### src/prcg_params.svh
// offsets, field masks, reset values and bit positions of the
// peripheral reset and clock gating registers
// assumes inclusion by bare name from the block's design files
`ifndef PRCG_PARAMS_SVH
`define PRCG_PARAMS_SVH

// ----------------------------------------
// register byte offsets
// ----------------------------------------
`define PRCG_OFS_HS_RST   12'h00c
`define PRCG_OFS_LS_RST   12'h010
`define PRCG_OFS_SYS_GATE 12'h014
`define PRCG_OFS_HS_GATE  12'h018

// ----------------------------------------
// implemented bits and reset values
// ----------------------------------------
`define PRCG_MASK_HS      32'h0047_5a21
`define PRCG_MASK_LS      32'h107e_c932
`define PRCG_MASK_SYS     32'h005e_0055
`define PRCG_RST_HS_RST   32'h0000_0000
`define PRCG_RST_LS_RST   32'h0000_0000
`define PRCG_RST_SYS_GATE 32'h0000_0014
`define PRCG_RST_HS_GATE  32'h0000_0000

// ----------------------------------------
// bit positions
// ----------------------------------------
`define PRCG_SRAM_BIT     2
`define PRCG_FLASH_BIT    4

`endif

### src/prcg_pkg.sv
// types of the peripheral reset and clock gating block
// assumes nothing beyond a systemverilog compiler
package prcg_pkg;

  typedef enum logic [2:0] {
    PRCG_IDLE = 3'b001,
    PRCG_DATA = 3'b010,
    PRCG_WAIT = 3'b100
  } prcg_fsm_t;

  typedef enum logic [1:0] {
    PRCG_SEL_HS_RST   = 2'b00,
    PRCG_SEL_LS_RST   = 2'b01,
    PRCG_SEL_SYS_GATE = 2'b10,
    PRCG_SEL_HS_GATE  = 2'b11
  } prcg_sel_t;

  typedef struct packed {
    prcg_fsm_t   st;
    prcg_sel_t   sel;
    logic        hit;
    logic        wr;
    logic [3:0]  strb;
    logic        hready;
    logic [31:0] hrdata;
    logic [31:0] hs_rst;
    logic [31:0] ls_rst;
    logic [31:0] sys_gate;
    logic [31:0] hs_gate;
    logic        sram_run;
    logic        flash_run;
    logic [31:0] prd_gated;
  } prcg_state_t;

endpackage : prcg_pkg

### src/prcg_wr_if.sv
// write merge carrier between the register file and the merge unit
// assumes one register is written at a time
`timescale 1ns/1ps
interface prcg_wr_if;
  logic [31:0] old_val;
  logic [31:0] wdata;
  logic [31:0] mask;
  logic [3:0]  strb;
  logic [31:0] new_val;

  modport regs  (output old_val, output wdata, output mask, output strb, input new_val);
  modport merge (input old_val, input wdata, input mask, input strb, output new_val);
endinterface : prcg_wr_if

### src/prcg_wr_merge.sv
// byte lane merge of a register write, reserved bits forced to zero
// assumes strobes already decoded from address and size
`timescale 1ns/1ps
module prcg_wr_merge (
  prcg_wr_if.merge w
);
  // ----------------------------------------
  // per byte lane merge
  // ----------------------------------------
  genvar i;
  generate
    for (i = 0; i < 4; i++) begin : g_lane
      // [RULE_13] reserved bits dropped
      assign w.new_val[8*i +: 8] = (w.strb[i] ? w.wdata[8*i +: 8] : w.old_val[8*i +: 8]) & w.mask[8*i +: 8];
    end
  endgenerate
endmodule : prcg_wr_merge

### src/prcg_read_gate.sv
// zeroes peripheral read data while that peripheral's clock is gated
// assumes sel[5] picks the high-speed gate register, sel[4:0] the bit
`timescale 1ns/1ps
module prcg_read_gate (
  input  wire logic [31:0] sys_gate,
  input  wire logic [31:0] hs_gate,
  input  wire logic [5:0]  sel,
  input  wire logic [31:0] rdata,
  output logic      [31:0] gated
);
  logic gate_on;

  assign gate_on = sel[5] ? hs_gate[sel[4:0]] : sys_gate[sel[4:0]];
  // [RULE_09] gated clock reads zero
  assign gated   = gate_on ? rdata : 32'h0000_0000;
endmodule : prcg_read_gate

### src/prcg_top.sv
// peripheral reset and clock gating registers behind an ahb-lite slave
// assumes single-slave bus, hready fed back from hreadyout,
// hs_bus_busy high while a high-speed bus peripheral access runs
//
// Behaviour
// [RULE_01] a reset field at 1 holds its peripheral in reset, at 0 it has no effect.
// [RULE_02] the high-speed reset register is at 0x0C, resets to zero, bits 0,5,9,11,12,14,16-18,22.
// [RULE_03] the low-speed reset register is at 0x10, resets to zero, bits 1,4,5,8,11,14,15,17-22,28.
// [RULE_04] the system-bus gate register is at 0x14 and resets to 0x14, sram and flash on.
// [RULE_05] the sram enable bit decides if the sram clock runs in sleep.
// [RULE_06] the flash enable bit decides if the flash interface clock runs in sleep.
// [RULE_07] system-bus gate bits 0 dma, 6 crc, 17-20 ports a-d, 22 port f.
// [RULE_08] the high-speed gate register is at 0x18, resets to zero, same bits as its reset twin.
// [RULE_09] a peripheral whose clock is gated reads back zero.
// [RULE_10] the high-speed gate register waits while a high-speed bus access is in progress.
// [RULE_11] all registers take byte, half and word access; the other three never wait.
// [RULE_12] every implemented bit can be set and cleared by software.
// [RULE_13] reserved bits read zero and ignore writes.
`timescale 1ns/1ps
`include "prcg_params.svh"
module prcg_top (
  input  wire logic        hclk,
  input  wire logic        hresetn,
  input  wire logic        hsel,
  input  wire logic [31:0] haddr,
  input  wire logic [1:0]  htrans,
  input  wire logic        hwrite,
  input  wire logic [2:0]  hsize,
  input  wire logic [31:0] hwdata,
  input  wire logic        hready,
  output logic             hreadyout,
  output logic      [31:0] hrdata,
  output logic             hresp,
  input  wire logic        sleep_mode,
  input  wire logic        hs_bus_busy,
  input  wire logic [5:0]  periph_rd_sel,
  input  wire logic [31:0] periph_rdata,
  output logic      [31:0] periph_rdata_gated,
  output logic      [31:0] hs_periph_reset,
  output logic      [31:0] ls_periph_reset,
  output logic      [31:0] sys_clk_gate,
  output logic      [31:0] hs_clk_gate,
  output logic             sram_clk_run,
  output logic             flash_clk_run
);
  import prcg_pkg::*;

  // ----------------------------------------
  // state and helpers
  // ----------------------------------------
  prcg_state_t s_r;
  prcg_state_t s_nxt;
  logic        cap;
  logic        cap_hit;
  prcg_sel_t   cap_sel;
  logic [3:0]  cap_strb;
  logic        wr_fire;
  logic [31:0] prd_gated;
  logic [11:0] word_ofs;
  logic [31:0] strb_bits;

  prcg_wr_if wif ();

  prcg_wr_merge u_merge (
    .w (wif.merge)
  );

  prcg_read_gate u_rgate (
    .sys_gate (s_r.sys_gate),
    .hs_gate  (s_r.hs_gate),
    .sel      (periph_rd_sel),
    .rdata    (periph_rdata),
    .gated    (prd_gated)
  );

  // ----------------------------------------
  // address phase decode
  // ----------------------------------------
  assign cap = hsel && htrans[1] && hready;
  // [RULE_11] sub-word offsets alias
  assign word_ofs = {haddr[11:2], 2'b00};

  always_comb begin
    cap_hit = 1'b1;
    cap_sel = PRCG_SEL_HS_RST;
    if (word_ofs == `PRCG_OFS_HS_RST) begin
      cap_sel = PRCG_SEL_HS_RST;
    end else if (word_ofs == `PRCG_OFS_LS_RST) begin
      cap_sel = PRCG_SEL_LS_RST;
    end else if (word_ofs == `PRCG_OFS_SYS_GATE) begin
      cap_sel = PRCG_SEL_SYS_GATE;
    end else if (word_ofs == `PRCG_OFS_HS_GATE) begin
      cap_sel = PRCG_SEL_HS_GATE;
    end else begin
      cap_hit = 1'b0;
    end
  end

  // [RULE_11] byte, half and word lanes
  always_comb begin
    case (hsize)
      3'b000:  cap_strb = 4'b0001 << haddr[1:0];
      3'b001:  cap_strb = haddr[1] ? 4'b1100 : 4'b0011;
      default: cap_strb = 4'b1111;
    endcase
  end

  // ----------------------------------------
  // write merge feed
  // ----------------------------------------
  assign wif.wdata = hwdata;
  assign wif.strb  = s_r.strb;
  assign strb_bits = {{8{s_r.strb[3]}}, {8{s_r.strb[2]}}, {8{s_r.strb[1]}}, {8{s_r.strb[0]}}};

  always_comb begin
    case (s_r.sel)
      PRCG_SEL_HS_RST: begin
        wif.old_val = s_r.hs_rst;
        wif.mask    = `PRCG_MASK_HS;
      end
      PRCG_SEL_LS_RST: begin
        wif.old_val = s_r.ls_rst;
        wif.mask    = `PRCG_MASK_LS;
      end
      PRCG_SEL_SYS_GATE: begin
        wif.old_val = s_r.sys_gate;
        wif.mask    = `PRCG_MASK_SYS;
      end
      default: begin
        wif.old_val = s_r.hs_gate;
        wif.mask    = `PRCG_MASK_HS;
      end
    endcase
  end

  function automatic logic [31:0] rd_val(input prcg_state_t s, input prcg_sel_t sel);
    logic [31:0] v;
    v = 32'h0000_0000;
    case (sel)
      PRCG_SEL_HS_RST:   v = s.hs_rst;
      PRCG_SEL_LS_RST:   v = s.ls_rst;
      PRCG_SEL_SYS_GATE: v = s.sys_gate;
      default:           v = s.hs_gate;
    endcase
    return v;
  endfunction : rd_val

  // ----------------------------------------
  // next state
  // ----------------------------------------
  always_comb begin
    s_nxt   = s_r;
    wr_fire = 1'b0;
    case (s_r.st)
      PRCG_DATA: begin
        s_nxt.st = PRCG_IDLE;
        if (s_r.wr && s_r.hit) begin
          wr_fire = 1'b1;
          // [RULE_12] software sets and clears
          case (s_r.sel)
            PRCG_SEL_HS_RST:   s_nxt.hs_rst   = wif.new_val;
            PRCG_SEL_LS_RST:   s_nxt.ls_rst   = wif.new_val;
            PRCG_SEL_SYS_GATE: s_nxt.sys_gate = wif.new_val;
            default:           s_nxt.hs_gate  = wif.new_val;
          endcase
        end
      end
      PRCG_WAIT: begin
        // [RULE_10] release once bus idle
        if (!hs_bus_busy) begin
          s_nxt.st     = PRCG_DATA;
          s_nxt.hready = 1'b1;
          s_nxt.hrdata = s_r.wr ? 32'h0000_0000 : rd_val(s_r, s_r.sel);
        end
      end
      default: begin
        s_nxt.st = PRCG_IDLE;
      end
    endcase
    if (cap) begin
      s_nxt.sel    = cap_sel;
      s_nxt.hit    = cap_hit;
      s_nxt.wr     = hwrite;
      s_nxt.strb   = cap_strb;
      s_nxt.hrdata = 32'h0000_0000;
      // [RULE_10] stall high-speed gate access
      if (cap_hit && cap_sel == PRCG_SEL_HS_GATE && hs_bus_busy) begin
        s_nxt.st     = PRCG_WAIT;
        s_nxt.hready = 1'b0;
      end else begin
        // [RULE_11] zero wait answer
        s_nxt.st     = PRCG_DATA;
        s_nxt.hready = 1'b1;
        if (cap_hit && !hwrite) begin
          s_nxt.hrdata = rd_val(s_nxt, cap_sel);
        end
      end
    end else if (s_nxt.st == PRCG_IDLE) begin
      s_nxt.hready = 1'b1;
      s_nxt.hrdata = 32'h0000_0000;
    end
    // [RULE_05] sram clock in sleep
    s_nxt.sram_run  = s_nxt.sys_gate[`PRCG_SRAM_BIT] | ~sleep_mode;
    // [RULE_06] flash clock in sleep
    s_nxt.flash_run = s_nxt.sys_gate[`PRCG_FLASH_BIT] | ~sleep_mode;
    s_nxt.prd_gated = prd_gated;
  end

  // ----------------------------------------
  // state register
  // ----------------------------------------
  always_ff @(posedge hclk or negedge hresetn) begin
    if (!hresetn) begin
      s_r.st        <= PRCG_IDLE;
      s_r.sel       <= PRCG_SEL_HS_RST;
      s_r.hit       <= 1'b0;
      s_r.wr        <= 1'b0;
      s_r.strb      <= 4'h0;
      s_r.hready    <= 1'b1;
      s_r.hrdata    <= 32'h0000_0000;
      // [RULE_02] cleared at reset
      s_r.hs_rst    <= `PRCG_RST_HS_RST;
      // [RULE_03] cleared at reset
      s_r.ls_rst    <= `PRCG_RST_LS_RST;
      // [RULE_04] sram and flash on
      s_r.sys_gate  <= `PRCG_RST_SYS_GATE;
      // [RULE_08] cleared at reset
      s_r.hs_gate   <= `PRCG_RST_HS_GATE;
      s_r.sram_run  <= 1'b1;
      s_r.flash_run <= 1'b1;
      s_r.prd_gated <= 32'h0000_0000;
    end else begin
      s_r <= s_nxt;
    end
  end

  // ----------------------------------------
  // outputs
  // ----------------------------------------
  assign hreadyout          = s_r.hready;
  assign hrdata             = s_r.hrdata;
  assign hresp              = 1'b0;
  assign periph_rdata_gated = s_r.prd_gated;
  // [RULE_01] reset held while field is one
  assign hs_periph_reset    = s_r.hs_rst;
  assign ls_periph_reset    = s_r.ls_rst;
  // [RULE_07] system-bus clock gates
  assign sys_clk_gate       = s_r.sys_gate;
  assign hs_clk_gate        = s_r.hs_gate;
  assign sram_clk_run       = s_r.sram_run;
  assign flash_clk_run      = s_r.flash_run;
endmodule : prcg_top

### config.mk
export PLATFORM = sky130hd
export DESIGN_NAME = prcg_top
export DESIGN_NICKNAME = d
export VERILOG_FILES = /design/src/prcg_pkg.sv /design/src/prcg_wr_if.sv /design/src/prcg_wr_merge.sv /design/src/prcg_read_gate.sv /design/src/prcg_top.sv
export VERILOG_INCLUDE_DIRS = /design/src
export SDC_FILE = /design/constraint.sdc
export NUM_CORES = 1
export LEC_CHECK = 0
export BUFFER_PORTS_ARGS = -buffer_cell sky130_fd_sc_hd__buf_2
export CAP_MARGIN = 30
export CORE_ASPECT_RATIO = 1.75
export CORE_UTILIZATION = 35
export CTS_BUF_LIST = sky130_fd_sc_hd__clkbuf_4 sky130_fd_sc_hd__clkbuf_8 sky130_fd_sc_hd__clkbuf_16
export CTS_CLUSTER_DIAMETER = 40
export DETAILED_ROUTE_END_ITERATION = 8
export GPL_TIMING_DRIVEN = 0
export MAX_ROUTING_LAYER = met4
export PLACE_DENSITY = 0.68
export SLEW_MARGIN = 10
export SYNTH_ARGS = -nofsm -noshare
export SYNTH_HDL_FRONTEND = slang
export SYNTH_SLANG_ARGS = --single-unit
### constraint.sdc
create_clock -name hclk -period 3 [get_ports hclk]
set_clock_uncertainty 0.05 [all_clocks]
set_input_delay 0.6 -clock hclk [delete_from_list [all_inputs] [get_ports hclk]]
set_output_delay 0.6 -clock hclk [all_outputs]
set_load 0.005 [all_outputs]
==> results.md, run 1 <==
- Largest net degree at the start of global routing: 72
- Die extent in x: 141.7 µm
- Most common cell in the netlist: dfrtp_1
- H-tree depth: 1
- Final Cell Area: 15090 µm²
- Grt ovf: 0
- FILL cells: 3351
- Post-Synth Adder-Cell Area: 0.6282%
- Combinational power share: 8.5%
- Simple logic cell fraction of the synthesized area: 15.88%
- LEAKAGE: 7.374 nW
- Clk pwr share: 49.5%
- Yosys cell types: 69
- DRT antenna net count: 0
- Vias in the first global route: 10930
- XOR/XNOR share of the synthesized area: 0.07329%
- Yosys warns: 0
- Minimum clock period: 2.979 ns
- Overall Power: 6.799 mW
- Clk sinks: 206
- TritonCTS clock tree: built
- Worst-case clock buffer depth: 3
- DRT Pass-1 Iters: 9
- Final setup violation count: 0
- Main synth FF type: dfrtp_1
- Antenna violations before repair: 1
- Port bufs: 270
- Syn nets: 1366
- Worst Tran Pin Value: 1.028 ns
- RSZ-0062 raised after global routing: false
- Sw Share: 26.39%
- Placed Cells: 1976
- Fraction of power consumed by sequential logic: 41.9%
- Ranking of synthesized cells by area: dfrtp_1 42%, buf_4 13%, and2_1 4.7%
- Initial core utilization: 35.53%
- Fmax: 0.3357 GHz
- Reg area: 5162 µm²
- Synth Instances: 1246
- Slew margin rel.: 31.20%
- Largest family of logic cells by synthesized area: compound AO/OA/AOI/OAI gates
- Critical path type: flop to flop
- Initial DRC Count: 1358
- Worst path arrival time: 3.39 ns
- Non-Filler Instances: 2033
- Layout cells sized above 1: 40.39%
- Pint: 5.005 mW
- Io pins: 310
- Outcome: finished, final reports clean
- Max Cap Violations: 0
- Hold/Removal Path Class: input pin to flop
- NetSw: 1.794 mW
- Cell taking the most area after synthesis: dfrtp_1
- Worst-Skew Late Latency: 0.58 ns
- Post-synthesis mux area share: 5.298%
- Syn_area_per_cell: 9.591 µm²
- First-pass GRT wire length: 71.62 mm
- Final wirelength: 50.59 mm
- Multi-input gate area: 5005 µm²
- Total negative slack: 0 ns
- Yosys reg bits: 206
- Fin util: 44.88%
- Final nets: 1676
- Area after DPL: 13970 µm²
- Crit. End Element: flop
- Row cnt: 89
- Root Buffer: clkbuf_16
- GR Util All Layers: 29.33%
- Die Area: 34920 µm²
- Vias per Instance: 5.574
- Final HPWL DP: 38.04 mm
- Crit share post-route: 99.29%
- Worst EP required: 3.41 ns
- Residual DRC: 0
- Maximum VDD drop: 0.4187 mV
- PD cells: 450.5 nW/µm²
- Via count: 11330
- Startpoint Class: flop
- Post-synthesis compound-gate area fraction: 19.06%
- Area Overhead vs Synth: 26.29%
- Crit Path Max Fanout: 10
- Yosys top cell area share: 41.88%
- Synth top cells by count: 200 x dfrtp_1, 199 x buf_4, 135 x nand2_1, 90 x and2_1, 76 x o21ai_0
- RePlAce Congestion: 0.9967
- Max-slew violation count: 0
- DIE HEIGHT: 246.4 µm
- Fin. Hold Viols: 0
- Avg WL per Cell: 24.88 µm
- EDFF count, synth: 0
- Clock Pin Slew Worst Setup and Hold Paths: 0.06 ns
- Register area share after synthesis: 43.20%
- CTS buffer count: 27
- Post-synthesis async set-or-reset flop share: 100.0%
- Post-Syn Area: 11950 µm²
- Core box area: 33630 µm²
==> what timing repair did <==
action | in CTS | in global routing
endpoints found under the hold margin | 66 | 0
hold buffers | 1 | 0
gates resized for setup | 16 | 35
setup endpoints to repair | 57 | 44
setup buffers | 3 | 2
pin swaps | 2 | 2
==> sequential cells by signal, indices dropped and copies added (netlist names) <==
| name | count |
|---|---|
| periph_rdata_gated | 32 |
| ls_periph_reset | 32 |
| hrdata | 32 |
| hs_clk_gate | 32 |
| sram_clk_run | 1 |
| hreadyout | 1 |
| hs_periph_reset | 32 |
| flash_clk_run | 1 |
| sys_clk_gate | 32 |
| s_r | 7 |
| wif.strb | 4 |
==> layout by cell type (no fill, tap or decap), types with 7 or more instances in the layout <==
cell type and instances:
a21oi_1 56, a221o_1 7, a221oi_1 20, a222oi_1 29, a22o_1 7, a22oi_1 20
a31oi_1 14, a32oi_1 7, and2_1 90, buf_2 290, buf_4 207, clkbuf_1 37
clkbuf_16 27, clkbuf_2 12, dfrtp_1 200, inv_1 20, mux2_2 22, mux2i_1 7
mux4_2 14, nand2_1 135, nand2b_1 16, nand3_1 18, nor2_1 43, nor2b_1 14
nor3_1 10, nor3b_1 12, o211ai_1 8, o21ai_0 76, o31ai_1 16
==> final cells by class <==
cell class / instances / share of cell area, %
sequential: 206 / 34.21
clock inverter: 19 / 1.418
timing repair buffer: 281 / 9.915
multi-input combinational: 744 / 33.16
antenna: 1 / 0.01658
clock buffer: 31 / 4.759
tap: 455 / 3.772
inverter: 22 / 0.5472
buffer: 274 / 12.20
==> worst paths after layout <==
kind | cells after the start | end | slack, ns | start
setup / recovery | 7 | hrdata[18]$_DFFE_PN0P_ | 0.02 | s_r[203]$_DFF_PN1_
hold / removal | 2 | flash_clk_run$_DFF_PN1_ | 0.12 | sleep_mode
setup reg to reg | 7 | hrdata[18]$_DFFE_PN0P_ | 0.02 | s_r[203]$_DFF_PN1_
hold reg to reg | 2 | hrdata[22]$_DFFE_PN0P_ | 0.47 | hrdata[22]$_DFFE_PN0P_
max in group asynchronous | 3 | ls_periph_reset[17]$_DFF_PN0_ | 1.57 | hresetn
min in group asynchronous | 2 | periph_rdata_gated[9]$_DFF_PN0_ | 0.53 | hresetn
==> stage by stage <==
stage	hold WS [ns]	setup WS [ns]
4_1_cts	0.09848	0.002035
2_1_floorplan	0.2544	0.5728
6_report	0.1193	0.02141
3_3_place_gp	0.4540	-2.202
3_5_place_dp	0.4525	-0.5436
5_1_grt	0.1347	0.001751
==> critical path, stage by stage, from the launching register on <==
cell	delay, ns
dfstp_2	0.37
or3b_2	0.53
nor2_1	0.56
inv_1	0.22
nor3_2	0.45
buf_2	0.40
a32oi_1	0.18
o41ai_2	0.09
==> power groups by stage <==
stage / Combinational, mW / Clock [mW] / Sequential, mW
finish: 0.580 / 3.37 / 2.85
global route: 0.628 / 3.49 / 2.85
CTS: 0.566 / 3.41 / 2.85
detailed placement: 0.560 / 0 / 2.90
global placement: 0.544 / 0 / 2.90
floorplan: 0.289 / 0 / 2.89
==> layer usage <==
layer  share of wire [%]  GRT usage [%]  vias to the layer above  wire length, µm
li1                    -              -                     4928                -
met1                  33          30.04                     5427            16620
met2                  50          48.99                      778            25300
met3                 8.4          4.626                      198             4257
met4                 8.7          24.83                        0             4411
met5                   0              -                        -                0
==> logic make-up after synthesis <==
| kind of cell | Yosys count |
|---|---|
| compound gates | 323 |
| buf+inv | 296 |
| mux | 43 |
| other cells | 1 |
| xor+xnor | 1 |
| fa+ha+maj | 6 |
| simple gates | 370 |
| flops | 206 |
Power figures use the tool's default switching activity.
==> inputs of run 2 (changes only) <==
--- a/config.mk
+++ b/config.mk
@@ -6,6 +6,7 @@
 export SDC_FILE = /design/constraint.sdc
 export NUM_CORES = 1
 export LEC_CHECK = 0
+export ABC_AREA = 1
 export BUFFER_PORTS_ARGS = -buffer_cell sky130_fd_sc_hd__buf_2
 export CAP_MARGIN = 30
 export CORE_ASPECT_RATIO = 1.75
@@ -15,7 +16,7 @@
 export DETAILED_ROUTE_END_ITERATION = 8
 export GPL_TIMING_DRIVEN = 0
 export MAX_ROUTING_LAYER = met4
-export PLACE_DENSITY = 0.68
+export PLACE_DENSITY = 0.67
 export SLEW_MARGIN = 10
 export SYNTH_ARGS = -nofsm -noshare
 export SYNTH_HDL_FRONTEND = slang
==> results.md, run 2 <==
- Register area share after synthesis: 39.86%
- Failing checks: hold timing
- CP peak stage delay: 0.44 ns
- R2R setup slack: 0.08 ns
- H-tree depth: 1
- Outcome: finished with violations
- Crit Path Max Fanout: 10
- Syn nets: 1821
- Post-synthesis async set-or-reset flop share: 100.0%
- RePlAce Congestion: 0.9743
- Initial DRC Count: 918
- Global Route met2 Usage: 49.21%
- Port bufs: 274
- Clk sinks: 206
- Post-Synth Adder-Cell Area: 0.5797%
- First-pass GRT wire length: 79.17 mm
- Layout cells sized above 1: 34.55%
- Max-slew violation count: 0
- Placed Cells: 2447
- R2R Path End: hs_periph_reset[2]$_DFF_PN0_
- Final setup violation count: 0
- Minimum clock period: 2.922 ns
- WHS: -0.04831 ns
- Worst EP required: 3.38 ns
- Yosys warns: 0
- Fin. Hold Viols: 9
- Simple logic cell fraction of the synthesized area: 27.21%
- CP startpoint: s_r[201]$_DFFE_PN0P_
- Multi-input gate area: 5361 µm²
- Yosys reg bits: 206
- Die Area: 37810 µm²
- GR Util All Layers: 29.36%
- Core box area: 36260 µm²
- XOR/XNOR share of the synthesized area: 0%
- Residual DRC: 0
- Vias in the first global route: 12870
- Cell taking the most area after synthesis: dfrtp_1
- Antenna violations before repair: 1
- DRT antenna net count: 0
- Clock Pin Slew Worst Setup and Hold Paths: 0.06 ns
- Reg area: 5162 µm²
- R2R Path Start: s_r[201]$_DFFE_PN0P_
- Non-Filler Instances: 2503
- Final wirelength: 53.75 mm
- Commonest non-fill, non-tap cell in the layout: nand2_1
- Synth top cells by count: 373 x nand2_1, 203 x buf_4, 200 x dfrtp_1, 161 x nor2_1, 160 x nand3_1
- Total negative slack: 0 ns
- Final HPWL DP: 40.14 mm
- Met3 usage: 3.505%
- EDFF count, synth: 0
- Largest family of logic cells by synthesized area: simple AND/OR/NAND/NOR gates
- Via count: 13040
- Yosys top cell area share: 38.64%
- Post-synthesis compound-gate area fraction: 13.53%
- DRT Pass-1 Iters: 6
- Max Cap Violations: 0
- Final nets: 2130
- Worst-path cell chain: inv_1 -> ha_1 -> nand3_1 -> nor2_4 -> clkbuf_2 -> clkbuf_4 -> buf_2 -> a21boi_0
- Die extent in x: 147.4 µm
- Slowest CP cell: dfrtp_1
- Most frequent cells in the layout: 373 x nand2_1, 312 x buf_2, 203 x buf_4
- Worst-case clock buffer depth: 3
- TritonCTS clock tree: built
- Worst path arrival time: 3.30 ns
- Initial core utilization: 35.72%
- Syn_area_per_cell: 7.614 µm²
- GR peak layer: met2
- Area Overhead vs Synth: 23.37%
- Io pins: 310
- Avg WL per Cell: 21.47 µm
- Post-synthesis mux area share: 0%
- Maximum VDD drop: 0.4984 mV
- Crit. End Element: flop
- Hold/Removal Path Class: input pin to asynchronous set/reset pin
- Grt ovf: 0
- Setup Buffers After CTS: 0
- LEAKAGE: 8.856 nW
- Ranking of synthesized cells by area: dfrtp_1 39%, buf_4 12%, nand2_1 11%
- Vias per Instance: 5.209
- Main synth FF type: dfrtp_1
- Root Buffer: clkbuf_16
- Slew margin rel.: 34.23%
- Startpoint Class: flop
- Synth Instances: 1701
- Crit share post-route: 97.40%
- Post-Syn Area: 12950 µm²
- FF-to-FF path depth: 8
- Row cnt: 92
- Yosys cell types: 40
- CTS buffer count: 30
- DIE HEIGHT: 256.5 µm
- Fmax: 0.3422 GHz
- PD cells: 431.2 nW/µm²
- GR Util met1: 30.94%
- Largest net degree at the start of global routing: 105
- Critical path type: flop to flop
- FILL cells: 3744
- Worst Tran Pin Value: 0.9866 ns
- Most common cell in the netlist: nand2_1
- RSZ-0062 raised after global routing: false
- Worst-Skew Late Latency: 0.59 ns
- # hold bufs at CTS: 0
[run 2: cell count changes after synthesis, moves of 37 or more]
cell and delta:
nor2_1 +117, a21oi_1 +37, inv_1 +105, nand3_1 +141, or2_2 +58, and2_1 -67
nand2_1 +238
[run 2: worst max path at each step]
stage                                               end  cells past startpoint  slack, ns
after floorplan                  hrdata[19]$_DFFE_PN0P_                     14       1.07
after global placement     ls_periph_reset[2]$_DFF_PN0_                      1      -2.37
after detailed placement  hs_periph_reset[16]$_DFF_PN0_                      8      -0.06
after CTS                 hs_periph_reset[16]$_DFF_PN0_                      8       0.08
after global routing             hrdata[16]$_DFFE_PN0P_                     11       0.02
final                      hs_periph_reset[2]$_DFF_PN0_                      8       0.08
[run 2: critical path: cells and delay by family (launching register included)]
kind / cells / cell delay [ns]
fa+ha+maj: 1 / 0.35
simple gates: 2 / 0.46
flops: 1 / 0.44
buf+inv: 4 / 1.29
compound gates: 1 / 0.16
[run 2: power breakdown]
part,internal [mW],switching [mW],total (mW)
clock,2.06,1.46,3.52
combinational,0.207,0.312,0.519
sequential,2.83,0.0265,2.85
total,5.09,1.80,6.89
[run 2: what timing repair did]
| action | CTS | global route |
|---|---|---|
| pin swaps | 0 | 0 |
| resized for setup | 1 | 1 |
| endpoints found under the setup margin | 8 | 7 |
[run 2: final cells by class]
cell class / count / share of cell area, %
multi-input cells: 1084 / 33.56
diodes: 1 / 0.01566
well taps: 470 / 3.681
inverters: 133 / 3.125
repair buffers: 277 / 8.982
flip-flops and latches: 206 / 32.31
plain buffers: 278 / 12.11
clock buffers: 36 / 5.137
clock inverters: 18 / 1.081
[run 2: stage by stage]
step           utilization (%)  hold slack (ns)  cell area (µm²)  power, mW  worst slack, ns
2_1_floorplan                -           0.2544            12950      3.173            1.065
3_3_place_gp             41.12           0.4075            14910      3.407           -2.371
3_5_place_dp             41.26           0.4085            14960      3.420         -0.05559
4_1_cts                  44.01          0.03437            15960      6.913          0.07832
5_1_grt                  44.06          0.05254            15980      7.088          0.02174
6_report                 44.06         -0.04831            15980      6.889          0.07792
[run 2: cell families (layout without fill, tap and decap cells)]
group           count (synthesis)  after routing
simple gates                  803            803
buf+inv                       411            742
compound gates                274            274
flops                         206            206
fa+ha+maj                       6              6
other cells                     1              2
[run 2: layer usage]
metal	routed length [µm]	share of wire, %
met5	0	0
met4	5076	9.4
met3	3859	7.2
met2	26270	49
met1	18540	34
